## src/lesr_pkg.sv

```systemverilog
// Purpose: Constants for the lane equalizer setting register bank
// Assumes: Byte-wide register port, offsets 05h to 08h
// Notes:   Gain codes are 3 bits; 000 means no boost
package lesr_pkg;

  // ----------------------------------------------------------------
  // Register offsets
  // ----------------------------------------------------------------
  localparam logic [7:0] LESR_OFS_LANE0_LOW  = 8'h05;
  localparam logic [7:0] LESR_OFS_LANE0_HIGH = 8'h06;
  localparam logic [7:0] LESR_OFS_LANE1_LOW  = 8'h07;
  localparam logic [7:0] LESR_OFS_LANE1_HIGH = 8'h08;

  // ----------------------------------------------------------------
  // Field positions
  // ----------------------------------------------------------------
  localparam int LESR_OVERRIDE_BIT = 7;
  localparam int LESR_UPPER_LSB    = 4;
  localparam int LESR_LOWER_LSB    = 0;
  localparam int LESR_GAIN_W       = 3;
  localparam int LESR_LANES        = 2;

  // Bits that hold state; the rest read as zero
  localparam logic [7:0] LESR_LOW_MASK  = 8'hf7;
  localparam logic [7:0] LESR_HIGH_MASK = 8'h77;

  // ----------------------------------------------------------------
  // Reset values
  // ----------------------------------------------------------------
  localparam logic [2:0] LESR_GAIN_RESET     = 3'h0;
  localparam logic       LESR_OVERRIDE_RESET = 1'b0;

  // Selection modes of the gain mux
  typedef enum logic [1:0] {
    LESR_MODE_PINS,
    LESR_MODE_FIXED,
    LESR_MODE_TRAINED
  } lesr_mode_type;

endpackage

```

## src/lesr_lane_select.sv

```systemverilog
// Purpose: Per-lane gain code selection
// Assumes: All inputs are on core_clk
// Notes:   Registered output, one cycle behind its inputs
`timescale 1ns/100ps
module lesr_lane_select
  import lesr_pkg::*;
(
  input  wire logic                   core_clk,   // Core clock
  input  wire logic                   rst_n,      // Sync reset, active low
  input  wire lesr_mode_type          mode,       // Selection mode
  input  wire logic [1:0]             level,      // Trained pre-emphasis level
  input  wire logic [LESR_GAIN_W-1:0] pin_gain,   // Gain from device inputs
  input  wire logic [4*LESR_GAIN_W-1:0] fields,   // Level 3..0 register codes
  output logic      [LESR_GAIN_W-1:0] gain        // Selected gain code
);

  logic [LESR_GAIN_W-1:0] next_gain;

  // ----------------------------------------------------------------
  // Selection
  // ----------------------------------------------------------------
  // Mux picks pins, fixed level-one code, or trained-level code
  always_comb
  begin
    next_gain = pin_gain;
    unique case (mode)
      LESR_MODE_PINS:    next_gain = pin_gain;
      LESR_MODE_FIXED:   next_gain = fields[LESR_GAIN_W +: LESR_GAIN_W];
      LESR_MODE_TRAINED: next_gain = fields[level*LESR_GAIN_W +: LESR_GAIN_W];
      default:           next_gain = pin_gain;
    endcase
  end

  always_ff @(posedge core_clk)
  begin
    if (!rst_n)
      gain <= LESR_GAIN_RESET;
    else
      gain <= next_gain;
  end

endmodule

```

## src/lesr_bank.sv

```systemverilog
// Purpose: Equalizer gain register bank for main-link lanes 0 and 1
// Assumes: Register port strobes come from the serial interface on core_clk
// Notes:   Gain codes 001..111 are passed through; meaning depends on rate
`timescale 1ns/100ps
module lesr_bank
  import lesr_pkg::*;
(
  input  wire logic                   core_clk,        // Core clock, 10 MHz
  input  wire logic                   rst_n,           // Sync reset, active low
  input  wire logic [7:0]             reg_addr,        // Register offset
  input  wire logic [7:0]             reg_wdata,       // Write data
  input  wire logic                   reg_wr,          // Write strobe
  input  wire logic                   reg_rd,          // Read strobe
  output logic      [7:0]             reg_rdata,       // Read data
  input  wire logic                   tmds_sink_sel,   // TMDS sink selected
  input  wire logic                   training_enable, // Link training enabled
  input  wire logic [1:0]             lane0_level,     // Lane 0 trained level
  input  wire logic [1:0]             lane1_level,     // Lane 1 trained level
  input  wire logic [LESR_GAIN_W-1:0] lane0_pin_gain,  // Lane 0 pin gain code
  input  wire logic [LESR_GAIN_W-1:0] lane1_pin_gain,  // Lane 1 pin gain code
  output logic                        register_gain_override, // Override bit
  output logic      [LESR_GAIN_W-1:0] lane0_gain,      // Lane 0 selected code
  output logic      [LESR_GAIN_W-1:0] lane1_gain       // Lane 1 selected code
);

  // ----------------------------------------------------------------
  // Register storage
  // ----------------------------------------------------------------
  logic [7:0] eq_override_lane0_low_levels;
  logic [7:0] lane0_high_levels_gain;
  logic [7:0] lane1_low_levels_gain;
  logic [7:0] lane1_high_levels_gain;
  logic [7:0] next_lane0_low;
  logic [7:0] next_lane0_high;
  logic [7:0] next_lane1_low;
  logic [7:0] next_lane1_high;
  logic [7:0] next_rdata;

  // ----------------------------------------------------------------
  // Write decode
  // ----------------------------------------------------------------
  // Masks drop writes to undescribed bits. A write and a read in the
  // same cycle are both taken: the read sees the old byte and the write
  // lands at the edge, so the host never gets a half-updated value.
  always_comb
  begin
    next_lane0_low  = eq_override_lane0_low_levels;
    next_lane0_high = lane0_high_levels_gain;
    next_lane1_low  = lane1_low_levels_gain;
    next_lane1_high = lane1_high_levels_gain;
    if (reg_wr)
    begin
      unique case (reg_addr)
        LESR_OFS_LANE0_LOW:  next_lane0_low  = reg_wdata & LESR_LOW_MASK;
        LESR_OFS_LANE0_HIGH: next_lane0_high = reg_wdata & LESR_HIGH_MASK;
        LESR_OFS_LANE1_LOW:  next_lane1_low  = reg_wdata & LESR_HIGH_MASK;
        LESR_OFS_LANE1_HIGH: next_lane1_high = reg_wdata & LESR_HIGH_MASK;
        default:             next_lane0_low  = eq_override_lane0_low_levels;
      endcase
    end
  end

  always_ff @(posedge core_clk)
  begin
    if (!rst_n)
    begin
      eq_override_lane0_low_levels <= {LESR_OVERRIDE_RESET, LESR_GAIN_RESET,
                                       1'b0, LESR_GAIN_RESET};
      lane0_high_levels_gain       <= {1'b0, LESR_GAIN_RESET, 1'b0, LESR_GAIN_RESET};
      lane1_low_levels_gain        <= {1'b0, LESR_GAIN_RESET, 1'b0, LESR_GAIN_RESET};
      lane1_high_levels_gain       <= {1'b0, LESR_GAIN_RESET, 1'b0, LESR_GAIN_RESET};
    end
    else
    begin
      eq_override_lane0_low_levels <= next_lane0_low;
      lane0_high_levels_gain       <= next_lane0_high;
      lane1_low_levels_gain        <= next_lane1_low;
      lane1_high_levels_gain       <= next_lane1_high;
    end
  end

  // ----------------------------------------------------------------
  // Read path
  // ----------------------------------------------------------------
  // Unmapped offsets read zero; data held between reads
  always_comb
  begin
    next_rdata = reg_rdata;
    if (reg_rd)
    begin
      unique case (reg_addr)
        LESR_OFS_LANE0_LOW:  next_rdata = eq_override_lane0_low_levels;
        LESR_OFS_LANE0_HIGH: next_rdata = lane0_high_levels_gain;
        LESR_OFS_LANE1_LOW:  next_rdata = lane1_low_levels_gain;
        LESR_OFS_LANE1_HIGH: next_rdata = lane1_high_levels_gain;
        default:             next_rdata = 8'h00;
      endcase
    end
  end

  always_ff @(posedge core_clk)
  begin
    if (!rst_n)
      reg_rdata <= 8'h00;
    else
      reg_rdata <= next_rdata;
  end

  // ----------------------------------------------------------------
  // Mode decode
  // ----------------------------------------------------------------
  logic          override;
  lesr_mode_type mode;
  logic          next_override;

  assign override = eq_override_lane0_low_levels[LESR_OVERRIDE_BIT];

  // TMDS wins over training state; training off falls back to fixed gain
  always_comb
  begin
    if (!override)
      mode = LESR_MODE_PINS;
    else if (tmds_sink_sel)
      mode = LESR_MODE_FIXED;
    else if (!training_enable)
      mode = LESR_MODE_FIXED;
    else
      mode = LESR_MODE_TRAINED;
    next_override = override;
  end

  // Registered copy, so every top output comes straight from a flop
  always_ff @(posedge core_clk)
  begin
    if (!rst_n)
      register_gain_override <= LESR_OVERRIDE_RESET;
    else
      register_gain_override <= next_override;
  end

  // ----------------------------------------------------------------
  // Named gain fields
  // ----------------------------------------------------------------
  // One name per stored code keeps the field map in a single place
  logic [LESR_GAIN_W-1:0] lane_zero_level_zero_gain;
  logic [LESR_GAIN_W-1:0] lane_zero_level_one_gain;
  logic [LESR_GAIN_W-1:0] lane_zero_level_two_gain;
  logic [LESR_GAIN_W-1:0] lane_zero_level_three_gain;
  logic [LESR_GAIN_W-1:0] lane_one_level_zero_gain;
  logic [LESR_GAIN_W-1:0] lane_one_level_one_gain;
  logic [LESR_GAIN_W-1:0] lane_one_level_two_gain;
  logic [LESR_GAIN_W-1:0] lane_one_level_three_gain;

  // Lane 0: levels 0 and 1 in 05h, levels 2 and 3 in 06h
  assign lane_zero_level_zero_gain  =
    eq_override_lane0_low_levels[LESR_UPPER_LSB +: LESR_GAIN_W];
  assign lane_zero_level_one_gain   =
    eq_override_lane0_low_levels[LESR_LOWER_LSB +: LESR_GAIN_W];
  assign lane_zero_level_two_gain   =
    lane0_high_levels_gain[LESR_UPPER_LSB +: LESR_GAIN_W];
  assign lane_zero_level_three_gain =
    lane0_high_levels_gain[LESR_LOWER_LSB +: LESR_GAIN_W];

  // Lane 1: levels 0 and 1 in 07h, levels 2 and 3 in 08h
  assign lane_one_level_zero_gain   =
    lane1_low_levels_gain[LESR_UPPER_LSB +: LESR_GAIN_W];
  assign lane_one_level_one_gain    =
    lane1_low_levels_gain[LESR_LOWER_LSB +: LESR_GAIN_W];
  assign lane_one_level_two_gain    =
    lane1_high_levels_gain[LESR_UPPER_LSB +: LESR_GAIN_W];
  assign lane_one_level_three_gain  =
    lane1_high_levels_gain[LESR_LOWER_LSB +: LESR_GAIN_W];

  // ----------------------------------------------------------------
  // Per-lane selection
  // ----------------------------------------------------------------
  // Field vectors ordered level 3..0; codes pass unchanged
  logic [4*LESR_GAIN_W-1:0] lane_fields [LESR_LANES];
  logic [1:0]               lane_level  [LESR_LANES];
  logic [LESR_GAIN_W-1:0]   lane_pin    [LESR_LANES];
  logic [LESR_GAIN_W-1:0]   lane_gain   [LESR_LANES];

  assign lane_fields[0] = {lane_zero_level_three_gain, lane_zero_level_two_gain,
                           lane_zero_level_one_gain, lane_zero_level_zero_gain};
  assign lane_fields[1] = {lane_one_level_three_gain, lane_one_level_two_gain,
                           lane_one_level_one_gain, lane_one_level_zero_gain};
  assign lane_level[0]  = lane0_level;
  assign lane_level[1]  = lane1_level;
  assign lane_pin[0]    = lane0_pin_gain;
  assign lane_pin[1]    = lane1_pin_gain;

  genvar g;
  generate
    for (g = 0; g < LESR_LANES; g++)
    begin : g_lane
      lesr_lane_select u_sel (
        .core_clk (core_clk),
        .rst_n    (rst_n),
        .mode     (mode),
        .level    (lane_level[g]),
        .pin_gain (lane_pin[g]),
        .fields   (lane_fields[g]),
        .gain     (lane_gain[g])
      );
    end
  endgenerate

  assign lane0_gain = lane_gain[0];
  assign lane1_gain = lane_gain[1];

endmodule

```

## config.mk

```make
export PLATFORM = sky130hd
export DESIGN_NAME = lesr_bank
export DESIGN_NICKNAME = d
export VERILOG_FILES = /design/src/lesr_pkg.sv /design/src/lesr_lane_select.sv /design/src/lesr_bank.sv
export SDC_FILE = /design/constraint.sdc
export NUM_CORES = 1
export LEC_CHECK = 0
export CAP_MARGIN = 20
export CELL_PAD_IN_SITES_DETAIL_PLACEMENT = 0
export CELL_PAD_IN_SITES_GLOBAL_PLACEMENT = 1
export CORE_UTILIZATION = 45
export CTS_BUF_LIST = sky130_fd_sc_hd__clkbuf_4 sky130_fd_sc_hd__clkbuf_8
export DETAILED_ROUTE_END_ITERATION = 8
export DONT_BUFFER_PORTS = 1
export PLACE_DENSITY = 0.86
export SYNTH_ARGS = -nofsm -noshare
export SYNTH_HDL_FRONTEND = slang
export SYNTH_SLANG_ARGS = --single-unit
```

## constraint.sdc

```tcl
create_clock -name core_clk -period 3.4 [get_ports core_clk]
set_clock_uncertainty 0.15 [all_clocks]
set_input_delay 0.34 -clock core_clk [delete_from_list [all_inputs] [get_ports core_clk]]
set_output_delay 0.34 -clock core_clk [all_outputs]
set_load 0.02 [all_outputs]
```

==> metrics.txt <==
status=finished clean; cell family with most CP delay=simple AND/OR/NAND/NOR gates; number of H-tree levels=2; final RePlAce weighted congestion=roughly 0.95; worst min path class=input port to register; Worst Setup End Kind=register; main flop type after synthesis=dfxtp_1; core area=around 0.0040 sq mm; CTS tree=done; Startpoint Class=input port; worst r2r src=eq_override_lane0_low_levels[7]; HPWL after DPL=roughly 3600 um; area delta synth->final=4.512%; DR pass1 iterations=6; CP max FO=14; Die X=66.73 um; Post-synth EDFFs=0; RSZ-0062 raised after global routing=false; largest net degree at the start of global routing=27; layout cells sized above 1=0.1026; WS Path Type=input port to register; Yosys cell types=36; port bufs=0; via count=between 1500 and 2000; ys async rst share=0; PnR worst setup slack=1.444 ns; Reg power frac=0.578; Iteration-0 DRC Markers=82; Slew @ Worst Pin=between 0.7 and 0.8 ns; overall power=0.8089 mW; CP max stage delay=0.64 ns; Clock Power Share=0.387; Die Height=66.73 um; drt drc=0; Reg clk slew, reported paths=~0.070 ns; synth top area cells=dfxtp_1 (41%), mux4_2 (7.2%), mux2i_1 (5.8%); Num CTS Buffers=5; internal power=0.6320 mW; P_leak=0.7065 nW; Mapped Avg Cell Area=between 9 and 10 sq um; total grt overflow=0; final wirelength=between 4000 and 5000 um; Starting Density=0.4714; IO Count=47; Crit-path slowest cell=nor4_4; min-delay src=rst_n; Post-DRT Antenna Nets=0; pwr/cell area=just over 400 mW/mm^2; Synth Instances=~200; pre-CTS setup slack=between 1 and 1.5 ns; Post-Syn Area=between 0.0015 and 0.002 sq mm; fmax=just over 500 MHz; vias per cell=6.363; hold slack=between 0.03 and 0.04 ns; die area=0.004453 sq mm; largest area contributor in the netlist=dfxtp_1; Rows=23; Final setup viols=0; Period Utilization, post-route=0.5752; combinational share of power=0.035; TritonCTS Sinks=39; post_cts resized=0; total negative setup slack=0 ns; post-synth net total=approximately 240; clk_lat worst skew=between 0.2 and 0.3 ns; Relative slew margins=0.5285; wire length per cell=18.84 um; peak supply drop=between 0.15 and 0.2 mV; synthesized flop and latch total=39; worst path bufs/invs=0; Max clock buf depth=2; postcts setup bufs=0; Sw Share=0.2187; gr usage total=0.2357; Root Buffer=clkbuf_8; Yosys top cell area share=0.4141; Period minus WS final=between 1.5 and 2 ns; vias in the first global route=1506; Critical Path RT=around 3.4 ns; sequential share of the synthesized area=0.4141; Worst Path Arrival=roughly 2.0 ns; Hold Fails Final Rpt=0; Sw Pwr=0.1769 mW; MaxCap Viol Count=0; crit path launch=reg_addr[5]; Diodes inserted=0; cts hold-fix bufs=0; Slew Limit Fails=0; Final Net Count=roughly 230; initial antenna violation count=0; CP Cell Sequence=nor4_4 -> nand4_1 -> nand3_1 -> o21ai_0; first-pass GRT wire length=between 7000 and 8000 um; Syn. warnings=0; Final Non-Filler Cells=about 250; placed cells=238
metrics by stage:
stage	util	instance area [sq um]
after floorplan	-	1886
after global placement	0.4708	1883
after detailed placement	0.4708	1883
after CTS	0.4926	1971
after global routing	0.4926	1971
final	0.4926	1971
path summary, 6_finish.rpt:
check	end	slack, ns	cells after the start
hold reg to reg	lane0_high_levels_gain[1]	0.34	2
hold / removal	g_lane[1].u_sel.gain[0]	0.04	2
setup / recovery	lane1_low_levels_gain[5]	1.44	4
setup reg to reg	g_lane[0].u_sel.gain[1]	1.69	6
cells by family (layout without fill, tap and decap cells):
family,after synthesis,in the layout,share of synthesized area
AND/OR/NAND/NOR,70,70,0.1938
buffers and inverters,19,13,0.04645
flip-flops,39,39,0.4141
AO/OA/AOI/OAI,52,52,0.1944
multiplexers,18,18,0.1360
adder cells (fa/ha/maj),2,2,0.01327
other,1,1,0.001989
Yosys cell counts (2+ instances only):
cell        n
dfxtp_1    39
nand2_1    21
nand3_1    20
o21ai_0    19
nor2_1     13
mux2i_1    11
a21oi_1     7
clkbuf_1    7
a221oi_1    6
inv_1       6
mux4_2      6
a211oi_1    5
a222oi_1    5
o2bb2ai_1   5
nand4_1     3
nor2b_1     3
and2_1      2
and3_1      2
buf_1       2
buf_4       2
ha_1        2
power by group through the flow:
stage                     logic, mW  clock network (mW)  registers, mW
after floorplan              0.0339                   0          0.478
final                        0.0286               0.313          0.467
after detailed placement     0.0285                   0          0.478
after global placement       0.0277                   0          0.478
after global routing         0.0316               0.346          0.468
after CTS                    0.0286               0.320          0.467
registers in the layout, summed over array words and instances, names as in the netlist:
signal,cells
reg_rdata,7
lane1_high_levels_gain,6
register_gain_override,1
eq_override_lane0_low_levels,7
g_lane.u_sel.gain,6
lane0_high_levels_gain,6
lane1_low_levels_gain,6
metal layers:
layer,track usage,vias to the layer above,part of all wire
met5,0,-,0
met4,0.08245,0,0.014
met3,0.08733,9,0.10
met2,0.3763,73,0.49
met1,0.2887,742,0.39
li1,-,735,-
placed cells by master (no fill, tap or decap), types with 3 or more instances in the layout:
cell type / netlist / final
dfxtp_1: 39 / 39
nand2_1: 21 / 21
nand3_1: 20 / 20
o21ai_0: 19 / 19
nor2_1: 13 / 13
mux2i_1: 11 / 11
a21oi_1: 7 / 7
inv_1: 6 / 6
mux4_2: 6 / 6
a221oi_1: 6 / 6
clkbuf_8: 0 / 6
o2bb2ai_1: 5 / 5
a222oi_1: 5 / 5
a211oi_1: 5 / 5
nor2b_1: 3 / 3
nand4_1: 3 / 3
final cells by class:
| type | count | area [sq um] |
|---|---|---|
| clock inverter | 1 | 5.005 |
| clock buffer | 6 | 82.58 |
| multi-input combinational | 143 | 1017 |
| inverter | 6 | 22.52 |
| fill | 369 | 2029 |
| sequential | 39 | 780.7 |
| tap | 50 | 62.56 |
No activity file was read; power rests on OpenSTA's default activity.
